### src/swn_pkg.sv
// Shared constants for the serial wiper control block.
// Assumes a 50 MHz system clock; no imports anywhere.
package swn_pkg;
   // System clock period in ns
   localparam int CLK_PERIOD_NS = 20;
   // Wiper and address widths
   localparam int WIPER_W = 8;
   localparam int ADDR_W = 2;
   // Frame bit count: start + address + data
   localparam int FRAME_BITS = 1 + ADDR_W + WIPER_W;
   // Address that selects the single output (first bit 1, second bit 0)
   localparam logic [1:0] OUT_ADDR = 2'h1;
   // Select filter window in ns, and its cycle count (longest time rounds down)
   localparam int SEL_FILT_NS = 60;
   localparam int SEL_FILT_CYC = (SEL_FILT_NS / CLK_PERIOD_NS) < 1 ? 1 : (SEL_FILT_NS / CLK_PERIOD_NS);
   // Erase/write time in ms, typical 4, limit 5
   localparam int STORE_MS = 4;
   localparam int STORE_MAX_MS = 5;
   localparam int STORE_CYC = STORE_MS * 1000000 / CLK_PERIOD_NS;
   // Serial clock edges after the last data bit that programming data survives
   localparam int HOLD_EDGES = 2;
   // Reset value of the wiper before the stored setting is copied in
   localparam logic [7:0] WIPER_RST = 8'h00;
endpackage : swn_pkg

### src/swn_nv_mem.sv
// Non-volatile setting cell: one word, written on request, read from a register.
// Assumes the contents persist across reset; default word is a parameter.
`timescale 1ns/100ps
module swn_nv_mem #(
   parameter int W = 8,
   parameter logic [7:0] INIT = 8'h80
) (
   input wire logic clk_i,
   input wire logic wr_i,
   input wire logic [W-1:0] wdata_i,
   output logic [W-1:0] rdata_o
);
   // Stored word, not cleared by reset
   logic [W-1:0] cell_reg = W'(INIT);
   logic [W-1:0] cell_next;
   // Registered read data
   logic [W-1:0] rd_reg = W'(INIT);
   logic [W-1:0] rd_next;

   initial begin
      if (W < 1 || W > 8) $error("swn_nv_mem width unsupported");
   end

   // Write on request, read back the cell
   always_comb begin
      cell_next = wr_i ? wdata_i : cell_reg;
      rd_next = cell_reg;
   end

   // Register the word and read data
   always_ff @(posedge clk_i) begin
      cell_reg <= cell_next;
      rd_reg <= rd_next;
   end

   assign rdata_o = rd_reg;
endmodule // swn_nv_mem

### src/swn_ctrl.sv
// Serial wiper control: select filter, frame shifter, wiper load and store sequencer.
// Assumes serial pins and supply-good flag are asynchronous and come from outside.
//
// How it works
// - select low reloads stored value, output floats
// - select filtered against short glitches
// - sample input, advance output on rising clock
// - reset copies stored setting to wiper
// - store request drops ready until done
// - during store ignore input, no output
// - low supply leaves ready high
// - old data shifts out LSB first
// - output driven while select high and not storing
// - new wiper value after last data bit
// - ready for next frame two cycles later
// - every load shifts old contents out
// - temporary value holds while selected
// - unstored data discarded after two edges
// - output address is first one, second zero
// - erase/write ends after STORE_CYCLES - 1 serial clock rises
`timescale 1ns/100ps
module swn_ctrl #(
   parameter int STORE_CYCLES = swn_pkg::STORE_CYC,
   parameter int FILT_CYCLES = swn_pkg::SEL_FILT_CYC,
   parameter logic [7:0] NV_INIT = 8'h80
) (
   input wire logic clk_i,
   input wire logic rst_b_i,
   input wire logic device_select_i,
   input wire logic serial_clk_i,
   input wire logic serial_in_i,
   input wire logic store_request_i,
   input wire logic supply_ok_i,
   output logic serial_out_o,
   output logic serial_out_oe_o,
   output logic store_ready_o,
   output logic [7:0] wiper_o
);
   initial begin
      if (STORE_CYCLES < 1 || STORE_CYCLES > 2 ** 24 - 1) $error("store count out of range");
      if (FILT_CYCLES < 1 || FILT_CYCLES > 15) $error("filter count out of range");
   end

   // Two-stage synchronisers for the five pin inputs
   logic [4:0] sync1_reg, sync1_next;
   logic [4:0] sync2_reg, sync2_next;
   // Previous serial clock, for edge detection
   logic sck_d_reg, sck_d_next;
   // Filtered select and its counter
   logic sel_reg, sel_next;
   logic [3:0] filt_cnt_reg, filt_cnt_next;
   // Frame bit counter and input shift register
   logic [3:0] bit_cnt_reg, bit_cnt_next;
   logic [9:0] in_sh_reg, in_sh_next;
   // Wiper, output shifter and serial output
   logic [7:0] wiper_reg, wiper_next;
   logic [7:0] out_sh_reg, out_sh_next;
   logic sout_reg, sout_next;
   // Programming register, its edge age and validity
   logic [7:0] store_request_reg, store_request_next;
   logic store_request_v_reg, store_request_v_next;
   logic [1:0] store_request_age_reg, store_request_age_next;
   // Post-frame gap counter
   logic [1:0] gap_reg, gap_next;
   // Store timer and ready flag
   logic [23:0] st_cnt_reg, st_cnt_next;
   logic rdy_reg, rdy_next;
   logic sreq_d_reg, sreq_d_next;
   // Store request seen after a start bit, waiting for fresh data
   logic arm_reg, arm_next;
   // Reset-time reload pending
   logic boot_reg, boot_next;
   // Non-volatile cell interface
   logic nv_wr;
   logic [7:0] nv_rdata;

   // Frame and store states
   typedef enum logic [2:0] {
      SWN_IDLE = 3'b001,
      SWN_SHIFT = 3'b010,
      SWN_STORE = 3'b100
   } swn_state_e;
   swn_state_e st_reg, st_next;

   // Synchronised pin views
   logic sel_s, sck_s, sdi_s, sreq_s, vok_s;
   logic sck_rise;
   assign sel_s = sync2_reg[0];
   assign sck_s = sync2_reg[1];
   assign sdi_s = sync2_reg[2];
   assign sreq_s = sync2_reg[3];
   assign vok_s = sync2_reg[4];
   assign sck_rise = sck_s & ~sck_d_reg;

   // Non-volatile setting store
   swn_nv_mem #(.W(swn_pkg::WIPER_W), .INIT(NV_INIT)) u_nv (
      .clk_i(clk_i),
      .wr_i(nv_wr),
      .wdata_i(store_request_reg),
      .rdata_o(nv_rdata)
   );

   // Input synchronisers and select glitch filter
   always_comb begin
      sync1_next = {supply_ok_i, store_request_i, serial_in_i, serial_clk_i, device_select_i};
      sync2_next = sync1_reg;
      sck_d_next = sck_s;
      sel_next = sel_reg;
      filt_cnt_next = 4'h0;
      // Select changes only after a steady run of the filter length
      if (sel_s != sel_reg) begin
         filt_cnt_next = filt_cnt_reg + 4'h1;
         if (filt_cnt_reg >= 4'(FILT_CYCLES - 1)) begin
            sel_next = sel_s;
            filt_cnt_next = 4'h0;
         end
      end
   end

   always_ff @(posedge clk_i or negedge rst_b_i) begin
      if (!rst_b_i) begin
         sync1_reg <= 5'h00;
         sync2_reg <= 5'h00;
         sck_d_reg <= 1'b0;
         sel_reg <= 1'b0;
         filt_cnt_reg <= 4'h0;
      end else begin
         sync1_reg <= sync1_next;
         sync2_reg <= sync2_next;
         sck_d_reg <= sck_d_next;
         sel_reg <= sel_next;
         filt_cnt_reg <= filt_cnt_next;
      end
   end

   // Frame decode, wiper load, programming register and store sequencing
   always_comb begin
      st_next = st_reg;
      bit_cnt_next = bit_cnt_reg;
      in_sh_next = in_sh_reg;
      wiper_next = wiper_reg;
      out_sh_next = out_sh_reg;
      sout_next = sout_reg;
      store_request_next = store_request_reg;
      store_request_v_next = store_request_v_reg;
      store_request_age_next = store_request_age_reg;
      gap_next = gap_reg;
      st_cnt_next = st_cnt_reg;
      rdy_next = rdy_reg;
      sreq_d_next = sreq_s;
      arm_next = arm_reg;
      boot_next = 1'b0;
      nv_wr = 1'b0;
      // Reset-time copy of stored setting, no serial clock needed
      if (boot_reg) begin
         wiper_next = nv_rdata;
      end
      unique case (st_reg)
         SWN_IDLE: begin
            if (!sel_reg) begin
               // Deselected: hold stored value, ignore the pins
               wiper_next = nv_rdata;
               bit_cnt_next = 4'h0;
               gap_next = 2'h0;
               store_request_v_next = 1'b0;
               sout_next = 1'b0;
            end else if (sck_rise) begin
               // Age the programming data, discard after two edges
               if (store_request_v_reg) begin
                  store_request_age_next = store_request_age_reg + 2'h1;
                  if (store_request_age_reg >= 2'(swn_pkg::HOLD_EDGES - 1)) store_request_v_next = 1'b0;
               end
               if (gap_reg != 2'h0) begin
                  gap_next = gap_reg - 2'h1;
               end else if (sdi_s) begin
                  // Start bit seen
                  st_next = SWN_SHIFT;
                  bit_cnt_next = 4'h1;
                  out_sh_next = wiper_reg;
               end
            end
         end
         SWN_SHIFT: begin
            if (!sel_reg) begin
               st_next = SWN_IDLE;
            end else if (sck_rise) begin
               in_sh_next = {sdi_s, in_sh_reg[9:1]};
               bit_cnt_next = bit_cnt_reg + 4'h1;
               // After start and address, old wiper leaves LSB first
               if (bit_cnt_reg >= 4'(1 + swn_pkg::ADDR_W)) begin
                  sout_next = out_sh_reg[0];
                  out_sh_next = {1'b0, out_sh_reg[7:1]};
               end
               if (bit_cnt_reg == 4'(swn_pkg::FRAME_BITS - 1)) begin
                  st_next = SWN_IDLE;
                  gap_next = 2'(swn_pkg::HOLD_EDGES - 1);
                  // Load only for the output's address
                  // Address bits sit at the bottom: first in bit 1, second in bit 2
                  if (in_sh_reg[2:1] == swn_pkg::OUT_ADDR) begin
                     wiper_next = {sdi_s, in_sh_reg[9:3]};
                     store_request_next = {sdi_s, in_sh_reg[9:3]};
                     store_request_v_next = 1'b1;
                     store_request_age_next = 2'h0;
                  end
               end
            end
         end
         SWN_STORE: begin
            // Timer runs on serial clock activity only
            if (sck_rise) st_cnt_next = st_cnt_reg - 24'h1;
            if (st_cnt_reg == 24'h0) begin
               nv_wr = 1'b1;
               rdy_next = 1'b1;
               st_next = SWN_IDLE;
               store_request_v_next = 1'b0;
            end
         end
         default: st_next = SWN_IDLE;
      endcase
      // Request rising mid-frame, or while data is fresh, is remembered
      if (sreq_s && !sreq_d_reg && sel_reg && (st_reg == SWN_SHIFT || store_request_v_reg)) begin
         arm_next = 1'b1;
      end
      // Pending request with fresh data starts erase/write
      if (st_reg != SWN_STORE && arm_next && store_request_v_next) begin
         arm_next = 1'b0;
         if (vok_s) begin
            st_next = SWN_STORE;
            rdy_next = 1'b0;
            st_cnt_next = 24'(STORE_CYCLES - 1);
         end
         // Low supply: ready stays high, nothing recorded
      end else if (st_next == SWN_IDLE && !store_request_v_next) begin
         // Frame ended with no load, or deselected: request lapses
         arm_next = 1'b0;
      end
   end

   always_ff @(posedge clk_i or negedge rst_b_i) begin
      if (!rst_b_i) begin
         st_reg <= SWN_IDLE;
         bit_cnt_reg <= 4'h0;
         in_sh_reg <= 10'h000;
         wiper_reg <= swn_pkg::WIPER_RST;
         out_sh_reg <= 8'h00;
         sout_reg <= 1'b0;
         store_request_reg <= 8'h00;
         store_request_v_reg <= 1'b0;
         store_request_age_reg <= 2'h0;
         gap_reg <= 2'h0;
         st_cnt_reg <= 24'h000000;
         rdy_reg <= 1'b1;
         sreq_d_reg <= 1'b0;
         boot_reg <= 1'b1;
         arm_reg <= 1'b0;
      end else begin
         st_reg <= st_next;
         bit_cnt_reg <= bit_cnt_next;
         in_sh_reg <= in_sh_next;
         wiper_reg <= wiper_next;
         out_sh_reg <= out_sh_next;
         sout_reg <= sout_next;
         store_request_reg <= store_request_next;
         store_request_v_reg <= store_request_v_next;
         store_request_age_reg <= store_request_age_next;
         gap_reg <= gap_next;
         st_cnt_reg <= st_cnt_next;
         rdy_reg <= rdy_next;
         sreq_d_reg <= sreq_d_next;
         boot_reg <= boot_next;
         arm_reg <= arm_next;
      end
   end

   // Output drive: on while selected and not storing
   assign serial_out_oe_o = sel_reg && (st_reg != SWN_STORE);
   assign serial_out_o = sout_reg;
   assign store_ready_o = rdy_reg;
   assign wiper_o = wiper_reg;

   // Checks
   a_desel_float: assert property (@(posedge clk_i) disable iff (!rst_b_i)
      !sel_reg |-> !serial_out_oe_o) else $error("output driven while deselected");
   a_desel_reload: assert property (@(posedge clk_i) disable iff (!rst_b_i)
      (!sel_reg && st_reg == SWN_IDLE) ##1 !sel_reg |-> wiper_reg == $past(nv_rdata)) else $error("no reload");
   a_sel_drive: assert property (@(posedge clk_i) disable iff (!rst_b_i)
      (sel_reg && st_reg != SWN_STORE) |-> serial_out_oe_o) else $error("output not driven");
   a_store_busy: assert property (@(posedge clk_i) disable iff (!rst_b_i)
      $rose(st_reg == SWN_STORE) |-> !store_ready_o) else $error("ready high in store");
   a_store_quiet: assert property (@(posedge clk_i) disable iff (!rst_b_i)
      st_reg == SWN_STORE |-> !serial_out_oe_o ##1 $stable(wiper_reg)) else $error("activity in store");
   a_low_supply: assert property (@(posedge clk_i) disable iff (!rst_b_i)
      (st_reg != SWN_STORE && !vok_s) |=> st_reg != SWN_STORE) else $error("store at low supply");
   a_filter_span: assert property (@(posedge clk_i) disable iff (!rst_b_i)
      $changed(sel_reg) |-> $past(sel_s) == sel_reg) else $error("select change unfiltered");
   a_sample_edge: assert property (@(posedge clk_i) disable iff (!rst_b_i)
      (st_reg == SWN_SHIFT && !sck_rise && sel_reg) |=> $stable(in_sh_reg)) else $error("shift off edge");
   a_boot_load: assert property (@(posedge clk_i)
      $rose(rst_b_i) |-> ##1 wiper_reg == $past(nv_rdata)) else $error("no boot load");
   c_frame: cover property (@(posedge clk_i) disable iff (!rst_b_i) st_reg == SWN_SHIFT ##[1:400] st_reg == SWN_IDLE);
   c_store: cover property (@(posedge clk_i) disable iff (!rst_b_i) $rose(st_reg == SWN_STORE));
   c_store_done: cover property (@(posedge clk_i) disable iff (!rst_b_i) $fell(st_reg == SWN_STORE));
   c_desel: cover property (@(posedge clk_i) disable iff (!rst_b_i) $fell(sel_reg));
endmodule // swn_ctrl

### config.mk
export PLATFORM = sky130hd
export DESIGN_NAME = swn_ctrl
export DESIGN_NICKNAME = d
export VERILOG_FILES = /design/src/swn_pkg.sv /design/src/swn_nv_mem.sv /design/src/swn_ctrl.sv
export SDC_FILE = /design/constraint.sdc
export NUM_CORES = 1
export LEC_CHECK = 0
export BUFFER_PORTS_ARGS = -buffer_cell sky130_fd_sc_hd__buf_2
export CAP_MARGIN = 30
export CORE_AREA = 5 5 120 145
export DETAILED_ROUTE_END_ITERATION = 8
export DIE_AREA = 0 0 125 150
export SYNTH_ARGS = -nofsm -noshare
export SYNTH_HDL_FRONTEND = slang
export SYNTH_SLANG_ARGS = --single-unit
### constraint.sdc
create_clock -name clk_i -period 2.7 [get_ports clk_i]
set_input_delay 0.27 -clock clk_i [delete_from_list [all_inputs] [get_ports clk_i]]
set_output_delay 0.27 -clock clk_i [all_outputs]
set_load 0.005 [all_outputs]
==> results of run 1 <==
==> per-stage QoR <==
step           hold slack (ns)  instance area [sq um]
2_1_floorplan         -0.02559                   4661
3_3_place_gp            0.3243                   5045
3_5_place_dp            0.3269                   5045
4_1_cts               0.008403                   5359
5_1_grt                0.01515                   5366
6_report              -0.01370                   5366
==> cell type report <==
class,instances,area share
Clock buffer,9,0.04197
Tap cell,212,0.04943
Timing Repair Buffer,33,0.04104
Clock inverter,7,0.01655
Inverter,10,0.006995
Sequential cell,106,0.4950
Multi-Input combinational cell,286,0.3490
==> synth_stat cells, types with 4 or more instances <==
cell	number
clkbuf_1	10
a221o_1	8
a21oi_1	8
and2_1	8
nor4_1	11
ha_1	7
dfxtp_1	8
a22o_1	4
mux2_2	9
or4_1	13
nor3b_1	4
nand3_1	4
edfxtp_1	8
and3_1	4
xor2_1	6
o211ai_1	5
a21o_1	10
inv_1	10
o21ai_0	11
nand2_1	63
o31ai_1	12
or2_2	4
dfrtp_1	87
a22oi_1	13
nor3_1	7
or3_1	9
nor2_1	17
==> cells by family after synthesis <==
kind of cell | after synthesis
and+or+nand+nor | 167
DFF | 106
AOI/OAI and AO/OA | 93
buffers and inverters | 27
muxes | 9
xor gates and xnor gates | 8
adders and majority gates | 7
other | 1
==> path summary, 6_finish.rpt <==
kind	start	end	depth (start not counted)
setup / recovery	st_reg[1]	st_cnt_reg[1]	4
hold / removal	rst_b_i	st_cnt_reg[6]	1
setup reg to reg	st_reg[1]	st_cnt_reg[1]	4
hold reg to reg	u_nv.cell_reg[4]	u_nv.rdata_o[4]	0
max in group asynchronous	rst_b_i	boot_reg	2
min in group clk_i	serial_clk_i	sync1_reg[1]	1
==> power breakdown <==
part / switching, W / leakage (nW) / internal (W)
clock: 0.000665 / 0.152 / 0.000668
sequential: 0.0000751 / 1.28 / 0.00171
combinational: 0.000174 / 1.01 / 0.000155
==> what timing repair did <==
action | CTS | global route
setup buffers | 0 | 1
setup endpoints to repair | 0 | 1
resized for setup | 0 | 0
==> cells in the final DEF, fill, tap and decap left out, types with 5 or more instances in the layout <==
cell,count
clkbuf_16,9
o21ai_0,11
mux2_2,9
o31ai_1,12
buf_2,16
edfxtp_1,8
dfrtp_1,87
or3_1,9
dfxtp_1,8
a22oi_1,13
nand2_1,63
buf_4,16
nor3_1,7
a221o_1,8
ha_1,7
or4_1,13
inv_1,10
o211ai_1,5
nor2_1,17
a21o_1,10
and2_1,8
nor4_1,11
a21oi_1,8
xor2_1,6
==> metal layers <==
layer  part of all wire  GRT usage  wire (um)
met1               0.44     0.1310       4328
met2               0.52     0.2024       5181
met3              0.023    0.01856        224
met4              0.014    0.04121        139
met5                  0          0          0
==> critical path: cells and delay by family, from the launching register on <==
family | cells | cell delay, ns
AOI/OAI and AO/OA | 2 | 0.77
and+or+nand+nor | 2 | 1.06
DFF | 1 | 0.48
==> impl_metrics.ini, run 1 <==
[power]
p_total_w = 0.003449
p_per_area_mw_per_mm2 = 642.6
peakVddDrop_uv = 282.8
p_leak_nw = 2.445

[clock_tree]
ctsHoldBuffers = 0
insertion_delay_ns = 0.35
clk_pin_slew_ns = 0.08
htree_levels = 3
cts_buffers = 9
numClockSinks = 106
clockRootBuffer = clkbuf_16
cts_tree = built
clock_tree.buffer_depth = 2

[synthesis]
seq_area_frac_synth = 0.5704
synthSimpleGateAreaFrac = 0.1929
netlist_top_cells_area = dfrtp_1 47%, edfxtp_1 5.2%, nand2_1 5.1%
synth_top_family_by_area = simple AND/OR/NAND/NOR gates
synth_edf_count = 8
synth_cell_types = 62
netlist_area_sq_mm = 0.004657
synth_top_area_frac = 0.4675
avgSynthCellArea_sq_um = 11.14
synth_xor_area_frac = 0.01505
synthAdderAreaFrac = 0.01881
synthFlopType = dfrtp_1
synth-async-reset-ratio = 0.8491
ys_ff_latch = 106
synth_top_area_cell = dfrtp_1
synth_compound_gate_area_share = 0.1521
ys_warn_count = 0
synthMuxAreaShare = 0.02176
postSynthCellCount = 418

[setup_path]
worstPathArrival_ns = 2.67
max_stage_delay_ns = 0.66
timing_worst_setup_path_type = register to register
cp_slowest_cell = or4_4
reg2reg_slack_ns = 0.28
required_ns = 2.95
cp-start-kind = register
crit_chain = or3b_1 > or4_4 > a211o_1 > o221ai_1
end_kind = register
crit_path_max_fanout = 13

[placement]
post-dp-hpwl_um = 7010
pre_cts_ws_ns = 0.2712
dp.cells = 646
globalplace.congestion = 0.7931
portBuffers = 17

[finish]
layout.nets = 460
area_delta_synth_final_pct = 15.23
largest_reg_flops = 24
ff_latch_area_sq_mm = 0.002656
fin_util = 0.3377
fill_cells = 1585
multi_input_area_sq_mm = 0.001873
layout-drive-gt1-share = 0.1574
antenna-diode-count = 0
instances_no_fill = 663

[sta]
finalCritPeriodShare = 0.8966
post-route-min-period_ns = 2.421
rsz0062_at_grt = false
setup_violations = 0
setup_tns_ns = 0
finalHoldViolations = 46
slew_viol_final = 0
maxSlewHeadroom = 0.4191
setup_slack_ns = 0.2791
worst_pin_slew_ns = 0.8647
max_freq_mhz = 413.1
skew_ns = 0.01276
hold_ws_ns = -0.01370

[route]
viasPerCell = 4.989
via_count = 3308
drt-initial-drc-count = 182
avgRoutedWirePerCell_um = 14.89
routed_wl_um = 9874
ant_nets = 0
firstDrtPassIters = 4
route.detailed.drc = 0

[die]
die_w_um = 125
std_cell_rows = 51
start_util = 0.2931
io_pins = 18
dieArea_sq_mm = 0.01875
core_sq_mm = 0.01589
dieHeight_um = 150

[global_route]
antenna_found_initial = 0
grt_pass1_vias = 3491
grt_pass1_wl_um = 17130
track_usage = 0.1109
overflow = 0
grt_max_degree = 57

[run_status]
outcome = finished, violations left
failed_checks = negative hold slack

[job]
drv_cap = 0

[min_path]
hp-class = primary input to async pin
Power figures use the tool's default switching activity.
==> inputs of run 2 (changes only) <==
--- a/config.mk
+++ b/config.mk
@@ -8,6 +8,7 @@
 export BUFFER_PORTS_ARGS = -buffer_cell sky130_fd_sc_hd__buf_2
 export CAP_MARGIN = 30
 export CORE_AREA = 5 5 120 145
+export CTS_BUF_LIST = sky130_fd_sc_hd__clkbuf_8
 export DETAILED_ROUTE_END_ITERATION = 8
 export DIE_AREA = 0 0 125 150
 export SYNTH_ARGS = -nofsm -noshare
==> impl_metrics.ini, run 2 (same netlist as run 1, synthesis figures left out) <==
[clock_tree]
cts_tree = built
numClockSinks = 106
clk_pin_slew_ns = 0.12
insertion_delay_ns = 0.38
htree_levels = 3
clockRootBuffer = clkbuf_8
ctsResizeCount = 0
clock_tree.buffer_depth = 2
cts_buffers = 9

[die]
std_cell_rows = 51
dieHeight_um = 150
io_pins = 18
die_w_um = 125
dieArea_sq_mm = 0.01875
core_sq_mm = 0.01589
start_util = 0.2931

[power]
p_leak_nw = 2.424
p_per_area_mw_per_mm2 = 585.6
switching_share = 0.2788
combPwrFrac = 0.107
peakVddDrop_uv = 225.8
p_int_w = 0.002249
p_sw_w = 0.0008693
sequentialPowerShare = 0.573
clkPwrFrac = 0.319

[route]
avgRoutedWirePerCell_um = 14.67
viasPerCell = 5.007
route.detailed.drc = 0
ant_nets = 0
routed_wl_um = 9816
drt-initial-drc-count = 186
firstDrtPassIters = 4
via_count = 3350

[sta]
max_freq_mhz = 411.1
worst_pin_slew_ns = 0.8588
slew_viol_final = 0
maxSlewHeadroom = 0.4231
finalCritPeriodShare = 0.9009
rsz0062_at_grt = false
setup_violations = 0
finalHoldViolations = 0
setup_slack_ns = 0.2677
setup_tns_ns = 0
post-route-min-period_ns = 2.432
skew_ns = 0.01728

[finish]
design_area_sq_mm = 0.005325
mostFrequentLayoutCell = dfrtp_1
final_cell_mix = 87 x dfrtp_1, 63 x nand2_1, 17 x nor2_1
layout-drive-gt1-share = 0.1554
area_delta_synth_final_pct = 14.35
layout.nets = 466
antenna-diode-count = 0
largest_reg_flops = 24

[global_route]
antenna_found_initial = 0
track_usage = 0.1093
grt_pass1_wl_um = 16940
grt_pass1_vias = 3468
grt_max_degree = 57
overflow = 0

[setup_path]
end_kind = register
cp_slowest_cell = or4_4
worstPathArrival_ns = 2.71
crit_path_max_fanout = 13
critPathTopFamily = simple AND/OR/NAND/NOR gates
cp-start-kind = register
crit_chain = or3b_1 > or4_4 > a211o_1 > o221ai_1
max_stage_delay_ns = 0.66
timing_worst_setup_path_type = register to register
required_ns = 2.98
path_buf_inv = 0

[placement]
pre_cts_ws_ns = 0.2712
post-dp-hpwl_um = 7010
dpl_cell_area_sq_mm = 0.005045
globalplace.congestion = 0.7931
portBuffers = 17

[min_path]
hp-class = register to register

[run_status]
outcome = complete, no violations

[job]
drv_cap = 0
==> run 2: per-layer routing <==
metal	vias up	global-route usage	wire length, um
met5	-	0	0
met3	12	0.01964	216
met4	0	0.03471	131
met1	1686	0.1303	4389
li1	1618	-	-
met2	34	0.1997	5078
==> run 2: what timing repair did <==
item,CTS,global route
setup buffers,0,1
endpoints found under the setup margin,0,1
hold buffers,6,0
hold endpoints to repair,59,0
==> run 2: power by group through the flow <==
stage               clock (W)  combinational [W]  sequential, W
finish               0.000996           0.000335        0.00179
global route          0.00109           0.000385        0.00180
CTS                   0.00103           0.000343        0.00179
detailed placement          0           0.000336        0.00182
global placement            0           0.000321        0.00182
floorplan                   0           0.000226        0.00179
==> run 2: per-stage QoR <==
step | utilization | hold slack, ns | power, W | cells
after floorplan | - | -0.02559 | 0.002021 | 419
after global placement | 0.3175 | 0.3243 | 0.002136 | 646
after detailed placement | 0.3175 | 0.3269 | 0.002156 | 646
after CTS | 0.3347 | 0.3583 | 0.003168 | 668
after global routing | 0.3351 | 0.3627 | 0.003278 | 669
final | 0.3351 | 0.3527 | 0.003118 | 669
==> run 2: final cells by class <==
cell class                 count  area (sq um)
multi-input combinational    286          1873
timing repair buffer          39         280.3
sequential                   106          2656
fill                        1595         10560
clock buffer                   9         123.9
tap                          212         265.3
clock inverter                 7         88.84
inverter                      10         37.54
==> run 2: final timing paths <==
path	start	endpoint	slack, ns	cells past startpoint
min	u_nv.cell_reg[4]	u_nv.rdata_o[4]	0.35	0
max reg2reg	st_reg[1]	st_cnt_reg[1]	0.27	4
min in group asynchronous	rst_b_i	st_cnt_reg[12]	0.51	2
max in group asynchronous	rst_b_i	boot_reg	1.48	3
max	st_reg[1]	st_cnt_reg[1]	0.27	4
min reg2reg	u_nv.cell_reg[4]	u_nv.rdata_o[4]	0.35	0
==> inputs of run 3 (changes only) <==
--- a/config.mk
+++ b/config.mk
@@ -7,10 +7,10 @@
 export LEC_CHECK = 0
 export BUFFER_PORTS_ARGS = -buffer_cell sky130_fd_sc_hd__buf_2
 export CAP_MARGIN = 30
-export CORE_AREA = 5 5 120 145
+export CORE_AREA = 5 5 99 120
 export CTS_BUF_LIST = sky130_fd_sc_hd__clkbuf_8
 export DETAILED_ROUTE_END_ITERATION = 8
-export DIE_AREA = 0 0 125 150
+export DIE_AREA = 0 0 104 125
 export SYNTH_ARGS = -nofsm -noshare
 export SYNTH_HDL_FRONTEND = slang
 export SYNTH_SLANG_ARGS = --single-unit
==> impl_metrics.ini, run 3 (same netlist as run 1, synthesis figures left out) <==
[sta]
slew_viol_final = 0
max_freq_mhz = 411.5
finalCritPeriodShare = 0.9001
maxSlewHeadroom = 0.3222
skew_ns = 0.01351
setup_violations = 0
post-route-min-period_ns = 2.430
setup_slack_ns = 0.2698
setup_tns_ns = 0
rsz0062_at_grt = false
finalHoldViolations = 0
worst_pin_slew_ns = 1.012

[finish]
ff_latch_area_sq_mm = 0.002656
mostFrequentLayoutCell = dfrtp_1
area_delta_synth_final_pct = 12.04
final_cell_mix = 87 x dfrtp_1, 63 x nand2_1, 17 x nor2_1
instances_no_fill = 588
layout-drive-gt1-share = 0.1535
layout.nets = 465
largest_reg_flops = 24
multi_input_area_sq_mm = 0.001873
fill_cells = 1017
antenna-diode-count = 0

[setup_path]
timing_worst_setup_path_type = register to register
required_ns = 3.01
reg2reg_depth = 4
worstPathArrival_ns = 2.74
crit_path_max_fanout = 13
end_kind = register
cp-start-kind = register

[clock_tree]
clockRootBuffer = clkbuf_8
insertion_delay_ns = 0.38
clock_tree.buffer_depth = 2
htree_levels = 3
cts_buffers = 9
postCtsSetupRepairBufs = 0
cts_tree = built
clk_pin_slew_ns = 0.11
numClockSinks = 106
ctsResizeCount = 0

[route]
via_count = 3322
drt-initial-drc-count = 154
route.detailed.drc = 0
ant_nets = 0
routed_wl_um = 9693
avgRoutedWirePerCell_um = 16.48
viasPerCell = 5.650
firstDrtPassIters = 4

[job]
drv_cap = 0

[placement]
post-dp-hpwl_um = 6990
portBuffers = 17
globalplace.congestion = 0.8409
dp.cells = 566
pre_cts_ws_ns = 0.2645

[global_route]
antenna_found_initial = 0
grt_max_degree = 49
grt_pass1_wl_um = 16890
overflow = 0
track_usage = 0.1582
grt_pass1_vias = 3486

[die]
io_pins = 18
std_cell_rows = 42
core_sq_mm = 0.01072
start_util = 0.4344
dieArea_sq_mm = 0.01300
die_w_um = 104
dieHeight_um = 125

[power]
p_leak_nw = 2.420
p_per_area_mw_per_mm2 = 605.9
p_total_w = 0.003161
peakVddDrop_uv = 306.8

[run_status]
outcome = complete, no violations

[min_path]
hp-class = register to register
hold_depth = 0
run 3: changes by cell type in the layout (fill, tap and decap cells not counted), sizes merged:
cell,previous run,this run
clkinv,4,2
inv,13,14
bufinv,0,1
buf,33,32
run 3: critical path, stage by stage (launching register included):
cell and delay [ns]:
dfrtp_1 0.49, or3b_1 0.43, or4_4 0.67, a211o_1 0.50
o211a_1 0.28
run 3: routing by layer:
layer / up-vias / share of wire / global-route usage
met1: 1664 / 0.44 / 0.1939
met2: 31 / 0.52 / 0.2778
met4: 0 / 0.022 / 0.05640
met3: 18 / 0.022 / 0.02990
li1: 1609 / - / -
met5: - / 0 / 0
run 3: path summary, 6_finish.rpt:
path / slack, ns / end / from
setup / recovery: 0.27 / st_reg[0] / st_reg[1]
hold / removal: 0.35 / u_nv.rdata_o[2] / u_nv.cell_reg[2]
setup reg to reg: 0.27 / st_reg[0] / st_reg[1]
hold reg to reg: 0.35 / u_nv.rdata_o[2] / u_nv.cell_reg[2]
max in group asynchronous: 1.58 / st_reg[0] / rst_b_i
min in group asynchronous: 0.43 / st_cnt_reg[15] / rst_b_i
run 3: cell type report:
| type | count | area share |
|---|---|---|
| clock inverter | 7 | 0.01703 |
| tap | 132 | 0.03165 |
| sequential | 106 | 0.5091 |
| multi-input combinational | 286 | 0.3590 |
| clock buffer | 9 | 0.02374 |
| timing repair buffer | 38 | 0.05228 |
| inverter | 10 | 0.007194 |
run 3: per-stage QoR:
step | utilization | cell area (sq um) | hold WS [ns]
6_report | 0.4867 | 5218 | 0.3511
5_1_grt | 0.4867 | 5218 | 0.3626
4_1_cts | 0.4867 | 5218 | 0.3537
3_5_place_dp | 0.4613 | 4945 | 0.3090
3_3_place_gp | 0.4613 | 4945 | 0.3126
2_1_floorplan | - | 4661 | -0.02559
run 3: what timing repair did:
item                                   in CTS  in global routing
endpoints found under the hold margin      45                  0
hold buffers                                6                  0
setup endpoints to repair                   0                  0
run 3: report_power, final:
part	internal (W)	switching [W]
sequential	0.00171	0.0000728
combinational	0.000160	0.000172
clock	0.000452	0.000593
total	0.00232	0.000838
